$ cat config.mk
export PLATFORM = sky130hd
export DESIGN_NAME = ilc_top
export DESIGN_NICKNAME = d
export VERILOG_FILES = /design/src/ilc_pkg.sv /design/src/ilc_top.sv /design/src/ilc_edge.sv
export SDC_FILE = /design/constraint.sdc
export NUM_CORES = 1
export LEC_CHECK = 0
export BUFFER_PORTS_ARGS = -buffer_cell sky130_fd_sc_hd__buf_2
export CAP_MARGIN = 40
export CORE_MARGIN = 10
export CORE_UTILIZATION = 52
export CTS_CLUSTER_DIAMETER = 150
export CTS_CLUSTER_SIZE = 14
export DETAILED_ROUTE_END_ITERATION = 10
export PLACE_DENSITY = 0.81
export REMOVE_ABC_BUFFERS = 1
export SLEW_MARGIN = 20
export SYNTH_ARGS = -nofsm -noshare
export SYNTH_HDL_FRONTEND = slang
export SYNTH_SLANG_ARGS = --single-unit
$ cat constraint.sdc
create_clock -name clk -period 3.1 [get_ports clk]
set_input_delay 0.62 -clock clk [delete_from_list [all_inputs] [get_ports clk]]
set_output_delay 0.62 -clock clk [all_outputs]
set_load 0.02 [all_outputs]
$ cat src/ilc_pkg.sv
// Package of constants and carrier types for the two-level interrupt controller.
package ilc_pkg;

  localparam int NUM_SRC = 20;
  localparam int NUM_PIN = 6;
  localparam int SRC_W   = 5;

  // Source indices in fixed default order, index 0 ranks highest.
  localparam int SRC_P0  = 0;
  localparam int SRC_P1  = 1;
  localparam int SRC_P2  = 2;
  localparam int SRC_P3  = 3;
  localparam int SRC_C00 = 4;
  localparam int SRC_C01 = 5;
  localparam int SRC_C10 = 6;
  localparam int SRC_C11 = 7;
  localparam int SRC_C21 = 8;
  localparam int SRC_P4  = 9;
  localparam int SRC_C30 = 10;
  localparam int SRC_P5  = 11;
  localparam int SRC_AD  = 12;
  localparam int SRC_C20 = 13;
  localparam int SRC_SER = 14;
  localparam int SRC_SR  = 15;
  localparam int SRC_ST  = 16;
  localparam int SRC_CSI = 17;
  localparam int SRC_EER = 18;
  localparam int SRC_EPW = 19;

  // In-service bit positions.
  localparam int ISR_LOW  = 0;
  localparam int ISR_HIGH = 1;
  localparam int ISR_NMI  = 2;

  localparam logic [15:0] VEC_NMI = 16'h0002;
  localparam logic [15:0] VEC_BRK = 16'h003E;
  localparam logic [15:0] VEC_TABLE [NUM_SRC] = '{
    16'h0006, 16'h0008, 16'h000A, 16'h000C, 16'h0014, 16'h0016, 16'h0018,
    16'h001A, 16'h001C, 16'h000E, 16'h000E, 16'h0010, 16'h0010, 16'h0012,
    16'h0020, 16'h0022, 16'h0024, 16'h0026, 16'h0028, 16'h002A};

  typedef enum logic [1:0] {
    ILC_IDLE = 2'b00,
    ILC_VEC  = 2'b01,
    ILC_MAC  = 2'b11
  } ilc_state_type;

  // Per-source programming, one bit per source index.
  typedef struct packed {
    logic [NUM_SRC-1:0] mask;
    logic [NUM_SRC-1:0] high;
    logic [NUM_SRC-1:0] macro;
  } ilc_src_ctl_type;

  // One-cycle event pulses from the internal units.
  typedef struct packed {
    logic t16_match_a_req;
    logic t16_match_b_req;
    logic t8a_match_a_req;
    logic t8a_match_b_req;
    logic t8b_match_a_req;
    logic t8b_match_b_req;
    logic t8c_match_req;
    logic adc_done_req;
    logic uart_rx_error_req;
    logic uart_rx_done_req;
    logic uart_tx_done_req;
    logic sync_serial_done_req;
    logic nvm_write_error_req;
    logic nvm_write_done_req;
  } ilc_periph_req_type;

  // Command to the CPU core.
  typedef struct packed {
    logic             vec_req;
    logic             save_ctx;
    logic [15:0]      vec_addr;
    logic             macro_req;
    logic [SRC_W-1:0] macro_src;
  } ilc_cmd_type;

  // Pin edges passed on to the timers.
  typedef struct packed {
    logic timer8_a_capture;
    logic timer8_b_capture;
    logic timer8_b_count;
    logic timer16_capture;
  } ilc_trig_type;

endpackage

$ cat src/ilc_top.sv
// Two-level interrupt controller with vectored and macro-service handling.
`timescale 1ns/1ns
module ilc_top
  import ilc_pkg::*;
(
  input  wire logic               clk,
  input  wire logic               reset_n,
  input  wire logic [NUM_PIN-1:0] ext_pin_req,
  input  wire logic               nmi_pin,
  input  wire ilc_periph_req_type periph_req,
  input  wire ilc_src_ctl_type    src_ctl,
  input  wire logic               int_enable,
  input  wire logic               software_break,
  input  wire logic               cpu_ack,
  input  wire logic               cpu_reti,
  input  wire logic               macro_done,
  output ilc_cmd_type             cmd_r,
  output logic                    restore_ctx_r,
  output logic [2:0]              in_service_r,
  output logic [NUM_SRC-1:0]      pending_r,
  output ilc_trig_type            trig_r
);

  // ----------------------------------------------------------------
  // Reset release and pin edges
  // ----------------------------------------------------------------
  logic               rst_meta_r;
  logic               rst_n_r;
  logic [NUM_PIN-1:0] pin_edge;
  logic               nmi_edge;

  always_ff @(posedge clk or negedge reset_n)
  begin
    if (!reset_n)
    begin
      rst_meta_r <= 1'b0;
      rst_n_r    <= 1'b0;
    end
    else
    begin
      rst_meta_r <= 1'b1;
      rst_n_r    <= rst_meta_r;
    end
  end

  for (genvar g = 0; g < NUM_PIN; g++)
  begin : g_pin
    ilc_edge u_edge (
      .clk    (clk),
      .rst_n  (rst_n_r),
      .pin    (ext_pin_req[g]),
      .edge_r (pin_edge[g])
    );
  end

  ilc_edge u_nmi_edge (
    .clk    (clk),
    .rst_n  (rst_n_r),
    .pin    (nmi_pin),
    .edge_r (nmi_edge)
  );

  // ----------------------------------------------------------------
  // Source mapping in default order
  // ----------------------------------------------------------------
  logic [NUM_SRC-1:0] src_set;

  always_comb
  begin
    src_set          = '0;
    src_set[SRC_P0]  = pin_edge[0];
    src_set[SRC_P1]  = pin_edge[1];
    src_set[SRC_P2]  = pin_edge[2];
    src_set[SRC_P3]  = pin_edge[3];
    src_set[SRC_C00] = periph_req.t16_match_a_req;
    src_set[SRC_C01] = periph_req.t16_match_b_req;
    src_set[SRC_C10] = periph_req.t8a_match_a_req;
    src_set[SRC_C11] = periph_req.t8a_match_b_req;
    src_set[SRC_C21] = periph_req.t8b_match_b_req;
    src_set[SRC_P4]  = pin_edge[4];
    src_set[SRC_C30] = periph_req.t8c_match_req;
    src_set[SRC_P5]  = pin_edge[5];
    src_set[SRC_AD]  = periph_req.adc_done_req;
    src_set[SRC_C20] = periph_req.t8b_match_a_req;
    src_set[SRC_SER] = periph_req.uart_rx_error_req;
    src_set[SRC_SR]  = periph_req.uart_rx_done_req;
    src_set[SRC_ST]  = periph_req.uart_tx_done_req;
    src_set[SRC_CSI] = periph_req.sync_serial_done_req;
    src_set[SRC_EER] = periph_req.nvm_write_error_req;
    src_set[SRC_EPW] = periph_req.nvm_write_done_req;
  end

  // ----------------------------------------------------------------
  // Selection
  // ----------------------------------------------------------------
  logic [NUM_SRC-1:0] elig;
  logic               sel_found;
  logic               sel_high;
  logic [SRC_W-1:0]   sel_idx;
  logic               sel_macro;
  logic               allow_high;
  logic               allow_low;

  always_comb
  begin
    allow_high = int_enable && !in_service_r[ISR_HIGH] && !in_service_r[ISR_NMI];
    allow_low  = int_enable && (in_service_r == 3'h0);
    // Macro requests ignore the service level so they always nest.
    elig = pending_r & ~src_ctl.mask & (src_ctl.macro
           | (src_ctl.high & {NUM_SRC{allow_high}})
           | (~src_ctl.high & {NUM_SRC{allow_low}}));
    sel_found = 1'b0;
    sel_high  = 1'b0;
    sel_idx   = '0;
    // Downward scan leaves the lowest index, the highest default rank.
    for (int i = NUM_SRC - 1; i >= 0; i--)
    begin
      if (elig[i] && !src_ctl.high[i] && !sel_high)
      begin
        sel_found = 1'b1;
        sel_idx   = SRC_W'(i);
      end
    end
    for (int i = NUM_SRC - 1; i >= 0; i--)
    begin
      if (elig[i] && src_ctl.high[i])
      begin
        sel_found = 1'b1;
        sel_high  = 1'b1;
        sel_idx   = SRC_W'(i);
      end
    end
    sel_macro = src_ctl.macro[sel_idx];
  end

  // ----------------------------------------------------------------
  // Sequencer
  // ----------------------------------------------------------------
  ilc_state_type      state_r;
  ilc_state_type      state_nxt;
  ilc_cmd_type        cmd_nxt;
  logic [NUM_SRC-1:0] pending_nxt;
  logic [NUM_SRC-1:0] clr;
  logic [2:0]         isr_nxt;
  logic               nmi_flag_r;
  logic               nmi_flag_nxt;
  logic               brk_flag_r;
  logic               brk_flag_nxt;
  logic               restore_nxt;
  logic               take_nmi;
  logic               take_brk;
  logic               take_sel;
  ilc_trig_type       trig_nxt;

  always_comb
  begin
    state_nxt   = state_r;
    cmd_nxt     = cmd_r;
    isr_nxt     = in_service_r;
    clr         = '0;
    restore_nxt = 1'b0;
    take_nmi    = 1'b0;
    take_brk    = 1'b0;
    take_sel    = 1'b0;
    nmi_flag_nxt = nmi_flag_r;
    brk_flag_nxt = brk_flag_r;
    unique case (state_r)
      ILC_IDLE:
      begin
        if (nmi_flag_r && !in_service_r[ISR_NMI])
        begin
          take_nmi             = 1'b1;
          nmi_flag_nxt         = 1'b0;
          isr_nxt[ISR_NMI]     = 1'b1;
          cmd_nxt.vec_req      = 1'b1;
          cmd_nxt.save_ctx     = 1'b1;
          cmd_nxt.vec_addr     = VEC_NMI;
          state_nxt            = ILC_VEC;
        end
        else if (brk_flag_r)
        begin
          take_brk             = 1'b1;
          brk_flag_nxt         = 1'b0;
          cmd_nxt.vec_req      = 1'b1;
          cmd_nxt.save_ctx     = 1'b1;
          cmd_nxt.vec_addr     = VEC_BRK;
          state_nxt            = ILC_VEC;
        end
        else if (sel_found)
        begin
          take_sel     = 1'b1;
          clr[sel_idx] = 1'b1;
          if (sel_macro)
          begin
            cmd_nxt.macro_req = 1'b1;
            cmd_nxt.macro_src = sel_idx;
            state_nxt         = ILC_MAC;
          end
          else
          begin
            isr_nxt[sel_high ? ISR_HIGH : ISR_LOW] = 1'b1;
            cmd_nxt.vec_req   = 1'b1;
            cmd_nxt.save_ctx  = 1'b1;
            cmd_nxt.vec_addr  = VEC_TABLE[sel_idx];
            state_nxt         = ILC_VEC;
          end
        end
      end
      ILC_VEC:
      begin
        if (cpu_ack)
        begin
          cmd_nxt.vec_req  = 1'b0;
          cmd_nxt.save_ctx = 1'b0;
          state_nxt        = ILC_IDLE;
        end
      end
      ILC_MAC:
      begin
        if (macro_done)
        begin
          cmd_nxt.macro_req = 1'b0;
          state_nxt         = ILC_IDLE;
        end
      end
      default:
      begin
        state_nxt = ILC_IDLE;
      end
    endcase
    // The return instruction closes the innermost active level.
    if (cpu_reti)
    begin
      restore_nxt = 1'b1;
      if (in_service_r[ISR_NMI])
        isr_nxt[ISR_NMI] = 1'b0;
      else if (in_service_r[ISR_HIGH])
        isr_nxt[ISR_HIGH] = 1'b0;
      else
        isr_nxt[ISR_LOW] = 1'b0;
    end
    // A new event in the clearing cycle keeps its flag.
    pending_nxt = (pending_r & ~clr) | src_set;
    nmi_flag_nxt = nmi_flag_nxt | nmi_edge;
    brk_flag_nxt = brk_flag_nxt | software_break;
    trig_nxt.timer8_a_capture = pin_edge[0];
    trig_nxt.timer8_b_capture = pin_edge[1];
    trig_nxt.timer8_b_count   = pin_edge[2];
    trig_nxt.timer16_capture  = pin_edge[3];
  end

  always_ff @(posedge clk or negedge rst_n_r)
  begin
    if (!rst_n_r)
    begin
      state_r       <= ILC_IDLE;
      cmd_r         <= '0;
      in_service_r  <= 3'h0;
      pending_r     <= '0;
      nmi_flag_r    <= 1'b0;
      brk_flag_r    <= 1'b0;
      restore_ctx_r <= 1'b0;
      trig_r        <= '0;
    end
    else
    begin
      state_r       <= state_nxt;
      cmd_r         <= cmd_nxt;
      in_service_r  <= isr_nxt;
      pending_r     <= pending_nxt;
      nmi_flag_r    <= nmi_flag_nxt;
      brk_flag_r    <= brk_flag_nxt;
      restore_ctx_r <= restore_nxt;
      trig_r        <= trig_nxt;
    end
  end

  // ----------------------------------------------------------------
  // Checks
  // ----------------------------------------------------------------
  logic [NUM_SRC-1:0] same_lvl;
  assign same_lvl = sel_high ? src_ctl.high : ~src_ctl.high;

  nmi_grant_a: assert property (@(posedge clk) disable iff (!rst_n_r)
    (take_nmi && state_r == ILC_IDLE && nmi_flag_r && !in_service_r[ISR_NMI])
      |=> (cmd_r.vec_req && cmd_r.vec_addr == VEC_NMI && in_service_r[ISR_NMI]))
    else $error("Nonmaskable request not branched to its vector.");

  brk_grant_a: assert property (@(posedge clk) disable iff (!rst_n_r)
    take_brk |=> (cmd_r.vec_req && cmd_r.save_ctx && cmd_r.vec_addr == VEC_BRK))
    else $error("Software break not branched to its vector.");

  vec_hold_a: assert property (@(posedge clk) disable iff (!rst_n_r)
    (cmd_r.vec_req && !cpu_ack) |=> (cmd_r.vec_req && $stable(cmd_r.vec_addr)))
    else $error("Vector request dropped before acknowledge.");

  save_ctx_a: assert property (@(posedge clk) disable iff (!rst_n_r)
    $rose(cmd_r.vec_req) |-> cmd_r.save_ctx)
    else $error("Vectored branch without context save.");

  macro_ctx_a: assert property (@(posedge clk) disable iff (!rst_n_r)
    cmd_r.macro_req |-> !cmd_r.save_ctx && !cmd_r.vec_req)
    else $error("Macro service touched CPU context.");

  reti_restore_a: assert property (@(posedge clk) disable iff (!rst_n_r)
    cpu_reti |=> restore_ctx_r ##1 !restore_ctx_r || $past(cpu_reti))
    else $error("Return did not restore context.");

  flag_clear_a: assert property (@(posedge clk) disable iff (!rst_n_r)
    (take_sel && !src_set[sel_idx]) |=> !pending_r[$past(sel_idx)])
    else $error("Request flag not cleared on acknowledge.");

  nest_level_a: assert property (@(posedge clk) disable iff (!rst_n_r)
    (take_sel && !sel_macro)
      |-> (sel_high ? (!in_service_r[ISR_HIGH] && !in_service_r[ISR_NMI])
                    : in_service_r == 3'h0))
    else $error("Request accepted at or below service level.");

  default_order_a: assert property (@(posedge clk) disable iff (!rst_n_r)
    take_sel |-> ((elig & same_lvl & ((NUM_SRC'(1) << sel_idx) - NUM_SRC'(1))) == '0))
    else $error("Default order not respected.");

  pin_trig_a: assert property (@(posedge clk) disable iff (!rst_n_r)
    pin_edge[0] |=> trig_r.timer8_a_capture && pending_r[SRC_P0])
    else $error("Pin 0 edge lost its capture trigger or flag.");

endmodule

$ cat src/ilc_edge.sv
// Pin synchroniser with a one-cycle rising edge pulse.
`timescale 1ns/1ns
module ilc_edge
  import ilc_pkg::*;
(
  input  wire logic clk,
  input  wire logic rst_n,
  input  wire logic pin,
  output logic      edge_r
);

  logic sync1_r;
  logic sync2_r;
  logic prev_r;
  logic edge_nxt;

  always_comb
  begin
    edge_nxt = sync2_r & ~prev_r;
  end

  always_ff @(posedge clk or negedge rst_n)
  begin
    if (!rst_n)
    begin
      sync1_r <= 1'b0;
      sync2_r <= 1'b0;
      prev_r  <= 1'b0;
      edge_r  <= 1'b0;
    end
    else
    begin
      sync1_r <= pin;
      sync2_r <= sync1_r;
      prev_r  <= sync2_r;
      edge_r  <= edge_nxt;
    end
  end

  pulse_once_a: assert property (@(posedge clk) disable iff (!rst_n)
    edge_r |=> !edge_r)
    else $error("Edge pulse lasted more than one cycle.");

endmodule

Word level (Yosys, flattened, before mapping)
Memories as Yosys holds them, arrays and structs flattened.
Index checks and enable logic that the tools add are counted.
{ "totals": {"ff_bits": 86, "mem_bits_ro": 512, "input_bits": 88, "output_inout_bits": 52, "wordCells": 317, "memories": 1} }
{ "op_classes": {"magnitude_cmp": 5, "eq_ne": 11, "mux": 146, "n_bitwise": 31, "reduce_logical": 78} }
{ "mem_list": {"columns": ["name", "depth", "width", "read_ports", "rd_ports_with_merged_regs", "wr", "line_no", "source"], "rows": [
  ["(no name shown)", 32, 16, 1, 0, 0, "ilc_top.sv:204", "cmd_nxt.vec_addr = VEC_TABLE[sel_idx];"]
]} }
{ "ops": {"columns": ["op", "count"], "rows": [
  ["$mux 5", 40],
  ["$and 20x20->20", 5],
  ["$mux 20", 4],
  ["$mux 1", 74],
  ["$not 20->20", 3],
  ["$or 20x20->20", 3],
  ["$mux 18", 3],
  ["$logic_and 1x1->1", 46],
  ["$mux 16", 2],
  ["$mux 24", 1],
  ["$logic_not 1->1", 22],
  ["$mux 6", 3],
  ["$mux 2", 8],
  ["$mux 3", 5],
  ["$ne 2x2->1 const B", 6],
  ["$not 1->1", 9],
  ["$ne 4x4->1 const B", 2],
  ["$and 1x1->1", 7],
  ["$ge 6x6->1 const B", 1],
  ["$lt 5x6->1 const B", 1],
  ["$not 5->6", 1],
  ["$pmux 2 s3", 1],
  ["$reduce_and 3->1", 2],
  ["$reduce_and 6->1", 1],
  ["19 further kinds", 21]
]} }

Depth between registers and ports, before layout
{ "logic_depth": {"ltp_word": 59, "depth_mapped": 16, "mapped_depth_nobuf": 14} }

Modules after synthesis
A second synthesis with hierarchy kept.
{ "unflattened": {"cells_unflattened": 500, "hier_area_um2": 4911.0} }
{ "by_module_without_submodules": {"columns": ["mod", "instances", "cells_per_inst", "area_per_inst_um2", "seq_area_each_um2"], "rows": [
  ["ilc_top", 1, 465, 4113.9, 1151.1],
  ["ilc_edge", 7, 5, 113.9, 100.1]
]} }

Worst setup path before layout
Ideal clock, no wire load.
{ "synth_path": {"path_type": "input to register", "from": "input src_ctl[59] (netlist bit)", "to": "register cmd_r[11] (netlist bit)", "arrival_time_ps": 3295, "slack_ps": -320, "cell_stages": 13, "path_buffers": 1, "cell_sequence": "and3b_1 > clkbuf_1 > o21ai_0 > a21o_1 > a211o_1 > a2111oi_2 > a21oi_2 > nor2_4 > inv_4 > a21oi_1 > nand4_2 > a31oi_2 > mux2_4"} }
{ "synth_between": {"elab_chain_len": 52} }
{ "synth_lines": {"columns": ["item", "line_no", "source"], "rows": [
  ["start, declared", "ilc_top.sv:11", "input wire ilc_src_ctl_type src_ctl,"],
  ["$not 20->20 *", "ilc_top.sv:109", "elig = pending_r & ~src_ctl.mask & (src_ctl.macro"],
  ["$and 20x20->20 * (2 in a row)", "ilc_top.sv:109", null],
  ["$logic_and 1x1->1", "ilc_top.sv:118", "if (elig[i] && !src_ctl.high[i] && !sel_high)"],
  ["$mux 5 (20 in a row)", "ilc_top.sv:118", null],
  ["$mux 5 * (20 in a row)", "ilc_top.sv:126", "if (elig[i] && src_ctl.high[i])"],
  ["via sel_idx[0]", "ilc_top.sv:99", "logic [SRC_W-1:0] sel_idx;"],
  ["$not 5->6 (implied by the code)", "ilc_top.sv:204", null],
  ["$mem_v2 32x16", null, null],
  ["$mux 16 (implied by the code) (2 in a row)", "ilc_top.sv:204", null],
  ["$mux 18", "ilc_top.sv:193", "if (sel_macro)"],
  ["$mux 24", "ilc_top.sv:189", "else if (sel_found)"],
  ["$mux 18", "ilc_top.sv:180", "else if (brk_flag_r)"],
  ["$mux 18", "ilc_top.sv:170", "if (nmi_flag_r && !in_service_r[ISR_NMI])"],
  ["end signal, assigned", "ilc_top.sv:268", "cmd_r <= cmd_nxt;"],
  ["end, declared", "ilc_top.sv:17", "output ilc_cmd_type cmd_r,"]
]} }
Mark *: on every way through the listed nets, which the timed path passes. The rest lies on a longest branch. The select of a mux whose other input is x is not followed.
A chain may end at the register's enable or synchronous reset.

Final worst setup path
{ "layout_path": {"from": "register in_service_r[0]", "to": "register cmd_r[5] (netlist bit)"} }
{ "layout_between": {"elab_chain_len": 50} }
{ "layout_lines": {"columns": ["item", "line_no", "source"], "rows": [
  ["start, declared", "ilc_top.sv:19", "output logic [2:0] in_service_r,"],
  ["start signal, assigned", "ilc_top.sv:269", "in_service_r <= isr_nxt;"],
  ["$logic_not 3->1 *", "ilc_top.sv:107", "allow_low = int_enable && (in_service_r == 3'h0);"],
  ["$logic_and 1x1->1 *", "ilc_top.sv:107", null],
  ["$and 20x20->20 *", "ilc_top.sv:111", "| (~src_ctl.high & {NUM_SRC{allow_low}}));"],
  ["$or 20x20->20 *", "ilc_top.sv:111", null],
  ["$and 20x20->20 *", "ilc_top.sv:109", null],
  ["$logic_and 1x1->1", "ilc_top.sv:118", null],
  ["$mux 5 (20 in a row)", "ilc_top.sv:118", null],
  ["$mux 5 (20 in a row)", "ilc_top.sv:126", null],
  ["$bmux 1 s5", "ilc_top.sv:133", "sel_macro = src_ctl.macro[sel_idx];"],
  ["$mux 1 (implied by the code)", "ilc_top.sv:133", null],
  ["$ne 2x2->1 (no source line)", null, null],
  ["$reduce_and 6->1 (no source line) *", null, null]
]} }
Every way passes the cells marked *; elsewhere a longest branch is shown, timed or not. The select of a mux whose other input is x is not followed.

==> impl_metrics.csv <==
group,metric,value,unit
synthesis,synth_seq_cells,74,
worst_setup_path,cp_max_fo,7,
cells_and_area,utilization,0.8821,
global_routing,grt_pass1_vias,5762,
timing,setup_viol,36,
worst_setup_path,r2r-start,"in_service_r[0]",
cells_and_area,antenna_cells,0,
worst_setup_path,crit_type,"reg -> reg",
cells_and_area,syn_to_final_growth,65.89,%
timing,maxSlewViolCount,0,
cts,clkLatencyLatePin,370,ps
power_and_ir_drop,ir_worst_vdd,611.7,µV
run_status,status,"finished, violations left",
synthesis,yosys_warnings,0,
die,die_h,114.4,µm
timing,period_minus_slack,4100,ps
cells_and_area,drive_gt1_frac,0.5518,
worst_setup_path,critPathBufInv,6,
routing,drc_errors,0,
job,drv_cap,0,
cts,clock_path_buffers,2,
placement,hpwl,14.90,mm
timing,maxSlewHeadroom,0.4710,
run_status,violations,"setup timing",
timing,finalHoldViolCount,0,
placement,io_buffer_count,128,
cts,clkTransAtPathRegs,100,ps
hold_path,hold_class,"in -> async",
worst_setup_path,cpPeakStageDelay,710,ps
timing,tns,-19850,ps
global_routing,overflow,0,
routing,via_per_inst,6.836,
synthesis,synth_largest_area_cell,"dfrtp_1",
global_routing,grt_usage,0.3020,
die,start_util,0.5317,
synthesis,synthArstFlopShare,1.000,
routing,first_iter_violations,892,
synthesis,synthCells,478,
worst_setup_path,crit_start,"in_service_r[0]",
power_and_ir_drop,p_switching,2.264,mW
worst_setup_path,regToRegSetupSlack,-1000,ps
timing,skew,18.92,ps
cts,numCtsBuffers,9,
worst_setup_path,crit_arrival,4370,ps
power_and_ir_drop,power,4.998,mW
synthesis,synth-edff-count,0,
timing,layout_setup_ws,-999.6,ps
worst_setup_path,crit_path_cell_trace,"buf_6 -> nor4b_4 -> buf_12 -> buf_8 -> buf_12 -> o21ai_2 -> nand2_2 -> nor4b_1 -> buf_4 -> o221a_4 -> o21a_4 -> o32ai_1 -> o22ai_2 -> o2111ai_4 -> nand3_4 -> buf_6 -> a32oi_1",
worst_setup_path,r2r_end,"cmd_r[5]",
synthesis,ys_top_cells_by_count,"dfrtp_1 (74), o21ai_0 (61), nand2_1 (32), nand2b_1 (26), nor3b_1 (19)",
worst_setup_path,reg2reg_depth,17,
synthesis,synth.avg_cell_area,9.701,µm²
cts,cts-root-buf,"clkbuf_8",
cts,clock_sinks,74,
worst_setup_path,crit_required,3370,ps
die,coreArea,8721,µm²
routing,ant_nets,0,
worst_setup_path,critPathTopFamily,"compound AO/OA/AOI/OAI gates",
power_and_ir_drop,pwr-share-comb,0.586,
timing,post-route-period-util,1.322,
power_and_ir_drop,clkPwrFrac,0.167,
placement,dp_slack,-807.8,ps
die,die_w,114.4,µm
synthesis,syn_area,4637,µm²
timing,worst_slew_pin_slew,791.1,ps
routing,wl_per_cell,28.02,µm
synthesis,synthDistinctLibCells,78,
synthesis,synth.area.top_cells,"dfrtp_1 (40%), o21ai_0 (6.6%), nand2b_1 (3.5%), nor3b_1 (3.1%), nand2_1 (2.6%)",
timing,rsz0062_at_grt,"true",
die,io_pins,140,
die,rows,34,
global_routing,grt_max_degree,41,
cts,htreeDepth,3,
synthesis,yosysMostFrequentCell,"dfrtp_1",
power_and_ir_drop,power.share.sequential,0.247,
routing,first_pass_iters,6,
power_and_ir_drop,switching_share,0.4529,
cells_and_area,nets,890,
placement,dp.cells,857,
cts,holdBufCountCts,0,
die,dieArea,13090,µm²
routing,num_vias,6214,
cts,tritoncts,"done",
global_routing,grt_pass1_wl,30.97,mm
timing,max_freq,0.2439,GHz
synthesis,ys_seq_area_frac,0.3994,
global_routing,antenna_found_initial,0,
worst_setup_path,worst_setup_path_end_kind,"flop",
synthesis,netlist.area_leader.share,0.3994,
power_and_ir_drop,intPower,2.734,mW
placement,routabilityCongestion,0.9821,
worst_setup_path,startpoint_type,"flop",
routing,wl,25.47,mm
power_and_ir_drop,p_per_area,649.8,nW/µm²
synthesis,synth_flop_cell,"dfrtp_1",
power_and_ir_drop,p_leak,3.509,nW
worst_setup_path,slowest_stage,"o32ai_1",
cells_and_area,stdcell_count,909,
-- worst max-delay path by stage --
| stage | to | cells past startpoint |
|---|---|---|
| after global routing | cmd_r[5] | 17 |
| after floorplan | cmd_r[11] | 11 |
| after global placement | cmd_r[10] | 14 |
| after detailed placement | cmd_r[10] | 15 |
| final | cmd_r[5] | 17 |
| after CTS | cmd_r[11] | 16 |
-- placed cells by master (no fill, tap or decap), types with 4 or more instances in the layout --
cell type and count:
a211oi_2 5, a21oi_1 11, a21oi_2 4, a22o_1 4, and3_1 5, and3b_1 12, buf_12 5, buf_2 128
buf_4 156, buf_6 27, clkbuf_8 9, conb_1 12, dfrtp_1 71, ha_4 4, inv_1 12, mux2_4 6
nand2_1 27, nand2b_1 25, nand3_1 11, nand3b_1 9, nand4_1 4, nand4b_1 4, nor2_1 17, nor2b_1 13
nor3_1 8, nor3b_1 18, o2111ai_2 4, o211ai_1 9, o21a_1 6, o21ai_0 30, o21ai_1 11, o21ai_2 20
-- layer usage --
layer  GRT usage  share of wire  up-vias
met5           0              0        -
met4      0.1404          0.094        0
met3     0.08281           0.13      236
met2      0.5194           0.45      605
met1      0.3384           0.32     2934
li1            -              -     2439
-- power by group through the flow --
stage	sequential (mW)	clock (mW)	combinational (mW)
3_5_place_dp	1.20	0	1.92
2_1_floorplan	1.30	0	0.875
4_1_cts	1.19	0.803	2.31
3_3_place_gp	1.19	0	1.87
5_1_grt	1.24	0.848	2.99
6_report	1.23	0.836	2.93
-- through the flow --
| step | area, µm² | hold slack (ps) |
|---|---|---|
| detailed placement | 6466 | 336.3 |
| finish | 7692 | 16.24 |
| CTS | 7184 | 30.66 |
| floorplan | 4501 | 324.4 |
| global placement | 6466 | 327.8 |
| global route | 7692 | 21.52 |
-- registers in the layout, indices dropped and copies added, names as in the netlist --
signal	flops
trig_r	4
in_service_r	3
u_nmi_edge.prev_r	1
g_pin.u_edge.edge_r	6
brk_flag_r	1
u_nmi_edge.sync1_r	1
rst_n_r	1
rst_meta_r	1
g_pin.u_edge.prev_r	6
cmd_r	12
nmi_flag_r	1
g_pin.u_edge.sync1_r	6
pending_r	20
restore_ctx_r	1
u_nmi_edge.sync2_r	1
state_r	2
g_pin.u_edge.sync2_r	6
u_nmi_edge.edge_r	1
-- layout make-up --
class,instances,area (µm²)
multi-input cells,378,3197
repair buffers,319,2257
flip-flops and latches,74,1856
fillers,416,1028
well taps,108,135.1
clock buffers,10,127.6
clock inverters,6,65.06
inverters,14,55.05
-- what timing repair did --
item                                    4_1_cts  5_1_grt
pin swaps                                    22       22
endpoints found under the setup margin       36       36
cloned                                        1        0
buffers inserted                             22       15
gates resized for setup                      94       86
-- cells by family after synthesis --
group	count (synthesis)	share of synthesized area
AO/OA/AOI/OAI	165	0.2523
adder cells (fa/ha/maj)	6	0.01619
buffers and inverters	36	0.04938
flip-flops	74	0.3994
multiplexers	10	0.02887
other	2	0.001620
AND/OR/NAND/NOR	185	0.2523
(Power assumes the default switching activity.)
